==> src/rtl/ldwt_defs.vh <==
// Constants for the long duration wake timer: register offsets, fields,
// reset values and prescaler counts. Definitions only.
`ifndef LDWT_DEFS_VH
`define LDWT_DEFS_VH

`define LDWT_OFF_CTRL      12'h000
`define LDWT_OFF_AFTER_RUN 12'h004
`define LDWT_OFF_WAKE_UP   12'h008
`define LDWT_OFF_COUNT     12'h00c
`define LDWT_OFF_STATUS    12'h010

`define LDWT_CTRL_EN_BIT   0
`define LDWT_CTRL_CAL_BIT  1
`define LDWT_CTRL_FN_LSB   4
`define LDWT_CTRL_FN_MSB   6
`define LDWT_CTRL_CLRF_BIT 8

`define LDWT_ST_MATCH_BIT  0
`define LDWT_ST_OVF_BIT    1
`define LDWT_ST_LOW_POWER_OFF_MODE_BIT  2
`define LDWT_ST_RUN_BIT    3

`define LDWT_AFTER_RUN_RST 16'h0000
`define LDWT_WAKE_UP_RST   24'h000000
`define LDWT_FN_RST        3'h1

`define LDWT_OSC_HZ        32768
`define LDWT_PCLK_HZ       50000000
`define LDWT_PRE1_DIV      16
`define LDWT_PRE2_DIV      2048

`endif

==> src/rtl/ldwt_osc_tick.v <==
// Derives the 32768 Hz oscillator tick as a one-cycle enable from pclk.
// Assumes pclk at the rate given in the constants header.
`include "ldwt_defs.vh"
`default_nettype none
module ldwt_osc_tick #(
    parameter ACC_W = 32
) (
    input  wire pclk,
    input  wire presetn,
    output reg  tick_q
);
    // Fractional accumulator: average tick rate is exactly the oscillator rate.
    localparam [ACC_W-1:0] STEP = `LDWT_OSC_HZ;
    localparam [ACC_W-1:0] LIM  = `LDWT_PCLK_HZ;
    reg [ACC_W-1:0] acc_q;
    wire [ACC_W:0]  sum = {1'b0, acc_q} + {1'b0, STEP};

    always @(posedge pclk or negedge presetn) begin
        if (!presetn) begin
            acc_q  <= {ACC_W{1'b0}};
            tick_q <= 1'b0;
        end else if (sum >= {1'b0, LIM}) begin
            acc_q  <= sum[ACC_W-1:0] - LIM;
            tick_q <= 1'b1;
        end else begin
            acc_q  <= sum[ACC_W-1:0];
            tick_q <= 1'b0;
        end
    end
endmodule
`default_nettype wire

==> src/rtl/ldwt_prescaler.v <==
// Two-stage prescaler: divide by 16, then optionally by 2048.
// Assumes osc_tick is a one-cycle pulse on pclk.
`include "ldwt_defs.vh"
`default_nettype none
module ldwt_prescaler #(
    parameter PRE1 = `LDWT_PRE1_DIV,
    parameter PRE2 = `LDWT_PRE2_DIV
) (
    input  wire pclk,
    input  wire presetn,
    input  wire run,
    input  wire cal_mode,
    input  wire osc_tick,
    output reg  count_tick_q
);
    reg [3:0]  s1_q;
    reg [10:0] s2_q;
    wire s1_end = osc_tick && (s1_q == PRE1[3:0] - 4'h1);
    wire s2_end = s1_end && (s2_q == PRE2[10:0] - 11'h001);

    always @(posedge pclk or negedge presetn) begin
        if (!presetn) begin
            s1_q         <= 4'h0;
            s2_q         <= 11'h000;
            count_tick_q <= 1'b0;
        end else if (!run) begin
            s1_q         <= 4'h0;
            s2_q         <= 11'h000;
            count_tick_q <= 1'b0;
        end else begin
            if (osc_tick)
                s1_q <= s1_end ? 4'h0 : s1_q + 4'h1;
            if (s1_end)
                s2_q <= s2_end ? 11'h000 : s2_q + 11'h001;
            // Calibration skips the second stage.
            count_tick_q <= cal_mode ? s1_end : s2_end;
        end
    end
endmodule
`default_nettype wire

==> src/rtl/ldwt_top.v <==
// What this block does
// - 24-bit counter advanced from a 32768 Hz oscillator, one second base.
// - Normal prescale divides by 16 then 2048; one count per second.
// - Calibration bypasses the second stage; one count per 488 us.
// - After reset the timer idles until software configures it.
// - In functions 1 to 3, setting the run enable starts counting toward the after-run value.
// - In functions 3 and 4, entering low-power-off starts counting toward the wake-up value.
// - After-run value 16 bits, wake-up 24 bits, both read back.
// - Function 1: after-run match raises a flag and halts the counter.
// - Function 2: after-run match forces low-power-off and halts.
// - Function 3: after-run forces low-power-off, recount, wake on match.
// - Function 4: in low-power-off, wake-up match wakes and halts.
// - Function 5: only all-ones overflow wakes and halts.
// - Function 5: wake by another source leaves the counter running.
// - Timer usable in normal mode with every prescaler option.
//
// Top of the long duration wake timer with an APB register slave.
// Assumes a power manager that reports low-power-off entry and other wakes.
`include "ldwt_defs.vh"
`default_nettype none
module ldwt_top #(
    parameter CNT_W = 24,
    parameter AR_W  = 16
) (
    input  wire        pclk,
    input  wire        presetn,
    input  wire        psel,
    input  wire        penable,
    input  wire        pwrite,
    input  wire [11:0] paddr,
    input  wire [31:0] pwdata,
    output reg  [31:0] prdata,
    output reg         pready,
    output reg         pslverr,
    input  wire        low_power_off_mode_entered,
    input  wire        ext_wake,
    output reg         compare_match_flag,
    output reg         enter_low_power_off_mode_req,
    output reg         wake_req
);
    localparam [4:0] ST_IDLE  = 5'b00001;
    localparam [4:0] ST_AFTER = 5'b00010;
    localparam [4:0] ST_WLP   = 5'b00100;
    localparam [4:0] ST_WAKE  = 5'b01000;
    localparam [4:0] ST_HALT  = 5'b10000;

    localparam [2:0] FN1 = 3'h1;
    localparam [2:0] FN2 = 3'h2;
    localparam [2:0] FN3 = 3'h3;
    localparam [2:0] FN4 = 3'h4;
    localparam [2:0] FN5 = 3'h5;

    reg             en_q;
    reg             cal_q;
    reg  [2:0]      fn_q;
    reg  [AR_W-1:0] after_run_q;
    reg  [CNT_W-1:0] wake_up_q;
    reg  [CNT_W-1:0] cnt_q;
    reg  [4:0]      st_q;
    reg             ovf_q;
    reg             low_power_off_mode_q;
    reg             lp_s1_q;
    reg             lp_s2_q;
    reg             lp_s3_q;
    reg             xw_s1_q;
    reg             xw_s2_q;

    wire osc_tick;
    wire cnt_tick;
    wire running = (st_q == ST_AFTER) || (st_q == ST_WAKE);

    ldwt_osc_tick #(
        .ACC_W (32)
    ) u_osc (
        .pclk    (pclk),
        .presetn (presetn),
        .tick_q  (osc_tick)
    );

    ldwt_prescaler #(
        .PRE1 (`LDWT_PRE1_DIV),
        .PRE2 (`LDWT_PRE2_DIV)
    ) u_pre (
        .pclk         (pclk),
        .presetn      (presetn),
        .run          (running),
        .cal_mode     (cal_q),
        .osc_tick     (osc_tick),
        .count_tick_q (cnt_tick)
    );

    // Power-state inputs come from another domain and are synchronised.
    always @(posedge pclk or negedge presetn) begin
        if (!presetn) begin
            lp_s1_q <= 1'b0;
            lp_s2_q <= 1'b0;
            lp_s3_q <= 1'b0;
            xw_s1_q <= 1'b0;
            xw_s2_q <= 1'b0;
        end else begin
            lp_s1_q <= low_power_off_mode_entered;
            lp_s2_q <= lp_s1_q;
            lp_s3_q <= lp_s2_q;
            xw_s1_q <= ext_wake;
            xw_s2_q <= xw_s1_q;
        end
    end

    // The third stage marks the rising edge; it resets to the idle level,
    // so no false entry is seen right after reset.
    wire lp_rise = lp_s2_q && !lp_s3_q;

    wire wr_acc = psel && penable && pwrite;
    wire rd_set = psel && !penable && !pwrite;
    wire wr_ctrl = wr_acc && (paddr == `LDWT_OFF_CTRL);
    wire clr_flags = wr_ctrl && pwdata[`LDWT_CTRL_CLRF_BIT];

    // Matches look at the value the counter is about to take, so the
    // halt and the event land on the same edge as the final count.
    wire [CNT_W-1:0] cnt_inc = cnt_q + {{(CNT_W-1){1'b0}}, 1'b1};
    wire ar_hit = cnt_tick && (cnt_inc[AR_W-1:0] == after_run_q)
                  && (cnt_inc[CNT_W-1:AR_W] == {(CNT_W-AR_W){1'b0}});
    wire wu_hit = cnt_tick && (cnt_inc == wake_up_q);
    wire ov_hit = cnt_tick && (cnt_inc == {CNT_W{1'b1}});

    reg [4:0]       st_d;
    reg [CNT_W-1:0] cnt_d;
    reg             match_set;
    reg             lp_req_set;
    reg             wake_set;
    reg             ovf_set;

    always @* begin
        st_d       = st_q;
        cnt_d      = cnt_q;
        match_set  = 1'b0;
        lp_req_set = 1'b0;
        wake_set   = 1'b0;
        ovf_set    = 1'b0;
        case (st_q)
            ST_IDLE: begin
                // Nothing counts until software enables; functions 4 and 5 also wait for low-power entry.
                if (en_q && fn_q != FN4 && fn_q != FN5) begin
                    st_d  = ST_AFTER;
                    cnt_d = {CNT_W{1'b0}};
                end else if (en_q && lp_rise) begin
                    st_d  = ST_WAKE;
                    cnt_d = {CNT_W{1'b0}};
                end
            end
            ST_AFTER: begin
                if (!en_q) begin
                    st_d = ST_HALT;
                end else if (cnt_tick) begin
                    cnt_d = cnt_inc;
                    if (ar_hit) begin
                        case (fn_q)
                            FN1: begin
                                match_set = 1'b1;
                                st_d      = ST_HALT;
                            end
                            FN2: begin
                                lp_req_set = 1'b1;
                                st_d       = ST_HALT;
                            end
                            default: begin
                                lp_req_set = 1'b1;
                                st_d       = ST_WLP;
                            end
                        endcase
                    end
                end
            end
            ST_WLP: begin
                if (!en_q) begin
                    st_d = ST_HALT;
                end else if (lp_rise) begin
                    st_d  = ST_WAKE;
                    cnt_d = {CNT_W{1'b0}};
                end
            end
            ST_WAKE: begin
                if (!en_q) begin
                    st_d = ST_HALT;
                end else if (cnt_tick) begin
                    cnt_d = cnt_inc;
                    if (fn_q == FN5) begin
                        // Other wake sources do not stop the count.
                        if (ov_hit) begin
                            ovf_set  = 1'b1;
                            wake_set = 1'b1;
                            st_d     = ST_HALT;
                        end
                    end else if (wu_hit) begin
                        match_set = 1'b1;
                        wake_set  = 1'b1;
                        st_d      = ST_HALT;
                    end
                end
            end
            ST_HALT: begin
                // Count stays readable; re-enable restarts from the idle state.
                if (!en_q)
                    st_d = ST_IDLE;
            end
            default: begin
                st_d = ST_IDLE;
            end
        endcase
    end

    always @(posedge pclk or negedge presetn) begin
        if (!presetn) begin
            st_q  <= ST_IDLE;
            cnt_q <= {CNT_W{1'b0}};
        end else begin
            st_q  <= st_d;
            cnt_q <= cnt_d;
        end
    end

    // Configuration registers; not touched by power-state changes.
    always @(posedge pclk or negedge presetn) begin
        if (!presetn) begin
            en_q        <= 1'b0;
            cal_q       <= 1'b0;
            fn_q        <= `LDWT_FN_RST;
            after_run_q <= `LDWT_AFTER_RUN_RST;
            wake_up_q   <= `LDWT_WAKE_UP_RST;
        end else if (wr_acc) begin
            case (paddr)
                `LDWT_OFF_CTRL: begin
                    en_q  <= pwdata[`LDWT_CTRL_EN_BIT];
                    cal_q <= pwdata[`LDWT_CTRL_CAL_BIT];
                    fn_q  <= pwdata[`LDWT_CTRL_FN_MSB:`LDWT_CTRL_FN_LSB];
                end
                `LDWT_OFF_AFTER_RUN: after_run_q <= pwdata[AR_W-1:0];
                `LDWT_OFF_WAKE_UP:   wake_up_q <= pwdata[CNT_W-1:0];
                default: begin
                end
            endcase
        end
    end

    // Sticky match and overflow flags: a set in the same cycle as a clear wins.
    always @(posedge pclk or negedge presetn) begin
        if (!presetn) begin
            compare_match_flag <= 1'b0;
            ovf_q              <= 1'b0;
            low_power_off_mode_q            <= 1'b0;
            enter_low_power_off_mode_req    <= 1'b0;
            wake_req           <= 1'b0;
        end else begin
            compare_match_flag <= match_set | (compare_match_flag & ~clr_flags);
            ovf_q              <= ovf_set | (ovf_q & ~clr_flags);
            enter_low_power_off_mode_req    <= lp_req_set;
            wake_req           <= wake_set;
            if (lp_rise)
                low_power_off_mode_q <= 1'b1;
            else if (wake_set || xw_s2_q)
                low_power_off_mode_q <= 1'b0;
        end
    end

    // APB slave: zero wait states, unmapped addresses answer an error.
    always @(posedge pclk or negedge presetn) begin
        if (!presetn) begin
            prdata  <= 32'h0000_0000;
            pready  <= 1'b0;
            pslverr <= 1'b0;
        end else begin
            pready  <= psel && !penable;
            pslverr <= psel && !penable &&
                       (paddr != `LDWT_OFF_CTRL) &&
                       (paddr != `LDWT_OFF_AFTER_RUN) &&
                       (paddr != `LDWT_OFF_WAKE_UP) &&
                       (paddr != `LDWT_OFF_COUNT) &&
                       (paddr != `LDWT_OFF_STATUS);
            if (rd_set) begin
                case (paddr)
                    `LDWT_OFF_CTRL:
                        prdata <= {23'h000000, 1'b0, 1'b0, fn_q,
                                   2'h0, cal_q, en_q};
                    `LDWT_OFF_AFTER_RUN:
                        prdata <= {16'h0000, after_run_q};
                    `LDWT_OFF_WAKE_UP:
                        prdata <= {8'h00, wake_up_q};
                    `LDWT_OFF_COUNT:
                        prdata <= {8'h00, cnt_q};
                    `LDWT_OFF_STATUS:
                        prdata <= {28'h0000000, running, low_power_off_mode_q, ovf_q,
                                   compare_match_flag};
                    default:
                        prdata <= 32'h0000_0000;
                endcase
            end
        end
    end
endmodule
`default_nettype wire

==> config.mk <==
export PLATFORM = sky130hd
export DESIGN_NAME = ldwt_top
export DESIGN_NICKNAME = d
export VERILOG_FILES = /design/src/rtl/ldwt_osc_tick.v /design/src/rtl/ldwt_prescaler.v /design/src/rtl/ldwt_top.v
export VERILOG_INCLUDE_DIRS = /design/src /design/src/rtl
export SDC_FILE = /design/constraint.sdc
export NUM_CORES = 1
export LEC_CHECK = 0
export BUFFER_PORTS_ARGS = -buffer_cell sky130_fd_sc_hd__buf_2
export CAP_MARGIN = 0
export CORE_MARGIN = 10
export CORE_UTILIZATION = 29
export DETAILED_ROUTE_END_ITERATION = 8
export GPL_ROUTABILITY_DRIVEN = 0
export PLACE_DENSITY = 0.5
export SLEW_MARGIN = 10
export SYNTH_ARGS = -nofsm -noshare
export SYNTH_HDL_FRONTEND = slang
export SYNTH_SLANG_ARGS = --single-unit
==> constraint.sdc <==
create_clock -name pclk -period 3.5 [get_ports pclk]
set_input_delay 0.7 -clock pclk [delete_from_list [all_inputs] [get_ports pclk]]
set_output_delay 0.7 -clock pclk [all_outputs]
set_load 0.1 [all_outputs]
==> impl_metrics.py <==
metrics = {
    "status": {
        "outcome": "complete, no violations",
    },
    "placed_design": {
        "postPlaceCellArea_um2": 10140,
        "port-buffer-count": 71,
        "dpl.hpwl_um": 19950,
    },
    "floorplanning": {
        "die_w_um": 196.7,
        "boundaryPins": 88,
        "die-area_um2": 38700,
        "coreArea_um2": 30670,
        "die_h_um": 196.7,
        "rows": 64,
        "initial_core_util": 0.2953,
    },
    "logic_synthesis": {
        "yosysUniqueCellTypes": 73,
        "synth-warning-count": 0,
        "netlist.area_leader.share": 0.4145,
        "synthCells": 954,
        "syn_avg_cell_area_um2": 9.493,
        "synthArstFlopShare": 1.000,
        "netlist_area_um2": 9056,
        "synth_edf_count": 0,
        "synthFlopType": "dfrtp_1",
        "synth_seq_area_share": 0.4203,
        "synth_most_common_cell": "dfrtp_1",
        "yosys-top-cells-area": "dfrtp_1, mux2_2, xnor2_1",
        "yosys.area.top_type": "dfrtp_1",
        "synth_seq_cells": 152,
        "ys_top_cells_by_count": "dfrtp_1, nand2_1, nor2_1, o21ai_0, xnor2_1",
    },
    "sta": {
        "slew_viol_final": 0,
        "rsz0062_at_grt": "false",
        "fin_crit_sh": 0.9483,
        "setup_viol": 0,
        "tightest_slew_ns": 0.7308,
        "fin_crit_ns": 3.319,
        "final.setup.tns_ns": 0,
        "final_hold_viol_count": 0,
        "max_freq_mhz": 301.3,
        "fin_skew_ns": 0.01165,
        "slew_headroom": 0.5128,
    },
    "layout": {
        "drive_above_1_share": 0.2289,
        "area_growth_pct": 18.67,
        "postLayoutCoreUtil": 0.3504,
        "final_nets": 1105,
        "stdcell_area_um2": 10750,
    },
    "global_routing": {
        "met2_usage": 0.2266,
        "grtUsageTotal": 0.1412,
        "grt_pass1_vias": 7648,
        "met3_usage": 0.03140,
        "grt-ovfl-total": 0,
        "grt_max_degree": 74,
        "grt_util_met1": 0.1828,
        "antenna_found_initial": 1,
        "grt_pass1_wl_um": 43770,
        "busiest_layer": "met2",
    },
    "power_and_ir_drop": {
        "static-leakage-power_nw": 4.644,
        "p_sw_mw": 1.384,
        "switching_share": 0.3059,
        "p_per_area_nw_per_um2": 421.0,
        "power.internal_mw": 3.140,
        "peakVddDrop_v": 0.0003106,
        "p_seq_frac": 0.401,
        "pwr-share-clk": 0.418,
        "comb_power_share": 0.180,
    },
    "route": {
        "routed_via_density": 5.164,
        "route.detailed.drc": 0,
        "drt_iter0_markers": 642,
        "post_drt_wl_per_cell_um": 18.65,
        "via_count": 7508,
        "drtAntennaViolNets": 0,
        "drtPass1Iterations": 5,
        "drt_wl_total_um": 27120,
    },
    "clocking": {
        "clk_latency_ns": 0.43,
        "holdBufCountCts": 0,
        "cts_buffer_depth": 2,
        "htreeDepth": 4,
        "cts_tree": "yes",
        "clockRootBuffer": "clkbuf_16",
        "clk_pin_slew_ns": 0.07,
        "numCtsBuffers": 17,
        "cts.sinks": 152,
    },
    "critical_path": {
        "critical_path.most_common_cell": "buf_4",
        "critPathSlowestCell": "or4_1",
        "crit_arrival_ns": 3.63,
        "cp_data_required_time_ns": 3.81,
        "crit_type": "reg -> reg",
        "cp_max_fo": 7,
        "cp-start-kind": "register",
        "crit_family": "compound AO/OA/AOI/OAI gates",
        "endpoint_kind": "register",
        "timing.critical_path.buf_inv": 2,
        "critPathMaxStageDelay_ns": 0.52,
        "crit_chain": "ha_1 -> nand4_4 -> buf_4 -> nor2_1 -> xnor2_1 -> a2111oi_1 -> buf_4 -> nand3_1 -> or4_1 -> a2111o_1 -> a21oi_2 -> o21ai_1",
    },
    "job": {
        "cap_violations": 0,
    },
    "worst_hold_path": {
        "hold_path_class": "in -> async",
    },
}
-- metal layers --
layer | share of wire | vias up | routed length [µm]
met2 | 0.47 | 192 | 12820
met1 | 0.45 | 3642 | 12260
li1 | - | 3638 | -
met4 | 0.023 | 0 | 616
met3 | 0.052 | 36 | 1422
met5 | 0 | - | 0
-- worst paths after layout --
check	start	to	slack, ns	cells past startpoint
min in group pclk	xw_s1_q	xw_s2_q	0.35	0
setup reg to reg	cnt_q[0]	low_power_off_mode_q	0.18	12
hold / removal	presetn	wake_up_q[16]	0.27	1
hold reg to reg	xw_s1_q	xw_s2_q	0.35	0
max in group asynchronous	presetn	cnt_q[6]	2.33	2
setup / recovery	cnt_q[0]	low_power_off_mode_q	0.18	12
-- stage by stage --
stage	cells	hold slack (ns)	total power, mW	setup WS, ns
finish	1454	0.2696	4.524	0.1808
global route	1453	0.3201	4.743	0.02241
CTS	1452	0.3095	4.585	0.07389
detailed placement	1422	0.3347	2.660	0.07693
global placement	1422	0.3348	2.657	0.1473
floorplan	961	0.3312	2.349	0.2784
-- cells in the final DEF, fill, tap and decap left out, types with 7 or more instances in the layout --
master,instances
a21oi_1,28
buf_2,70
o31ai_1,25
nor2_1,70
conb_1,8
nand3_1,32
o21ai_0,66
xnor2_1,58
nand3b_1,7
or3_1,11
clkbuf_16,17
or2_2,7
and4_1,11
ha_1,8
dfrtp_1,150
xor2_1,35
nor4_1,18
nor3_1,20
nand4_1,26
buf_4,62
nand2b_1,10
a31oi_1,7
and2_1,7
and3_1,14
nand2_1,85
mux2_2,52
nor3b_1,7
a22oi_1,22
inv_1,19
-- registers in the layout, indices dropped and copies added (netlist names), 3 cells and up --
signal	count
wake_up_q	24
fn_q	3
after_run_q	16
st_q	5
u_pre.s1_q	4
u_osc.acc_q	25
prdata	24
u_pre.s2_q	11
cnt_q	24
-- area by class of cell --
| cell class | instances | area (µm²) |
|---|---|---|
| repair buffers | 135 | 867.1 |
| clock inverters | 12 | 153.9 |
| inverters | 19 | 71.32 |
| flip-flops and latches | 152 | 3806 |
| clock buffers | 18 | 439.2 |
| diodes | 1 | 2.502 |
| well taps | 396 | 495.5 |
| multi-input cells | 721 | 4911 |
| fillers | 3148 | 19920 |
-- power by group through the flow --
stage | clock (mW) | sequential (mW) | combinational, mW
global route | 2.02 | 1.82 | 0.904
CTS | 1.95 | 1.81 | 0.820
finish | 1.89 | 1.82 | 0.815
global placement | 0 | 1.85 | 0.811
detailed placement | 0 | 1.85 | 0.812
floorplan | 0 | 1.85 | 0.500
-- kinds of logic after synthesis --
logic type	Yosys count	share of synthesized area
and+or+nand+nor	350	0.2039
DFF	152	0.4203
buffers and inverters	88	0.04186
other	1	0.0004141
xor gates and xnor gates	97	0.09920
adders and majority gates	9	0.01216
AOI/OAI and AO/OA	195	0.1395
muxes	62	0.08262
-- timing repair --
action	CTS	global route
resized for setup	0	2
setup buffers	0	1
setup endpoints to repair	0	5
No activity file was read; power rests on OpenSTA's default activity.
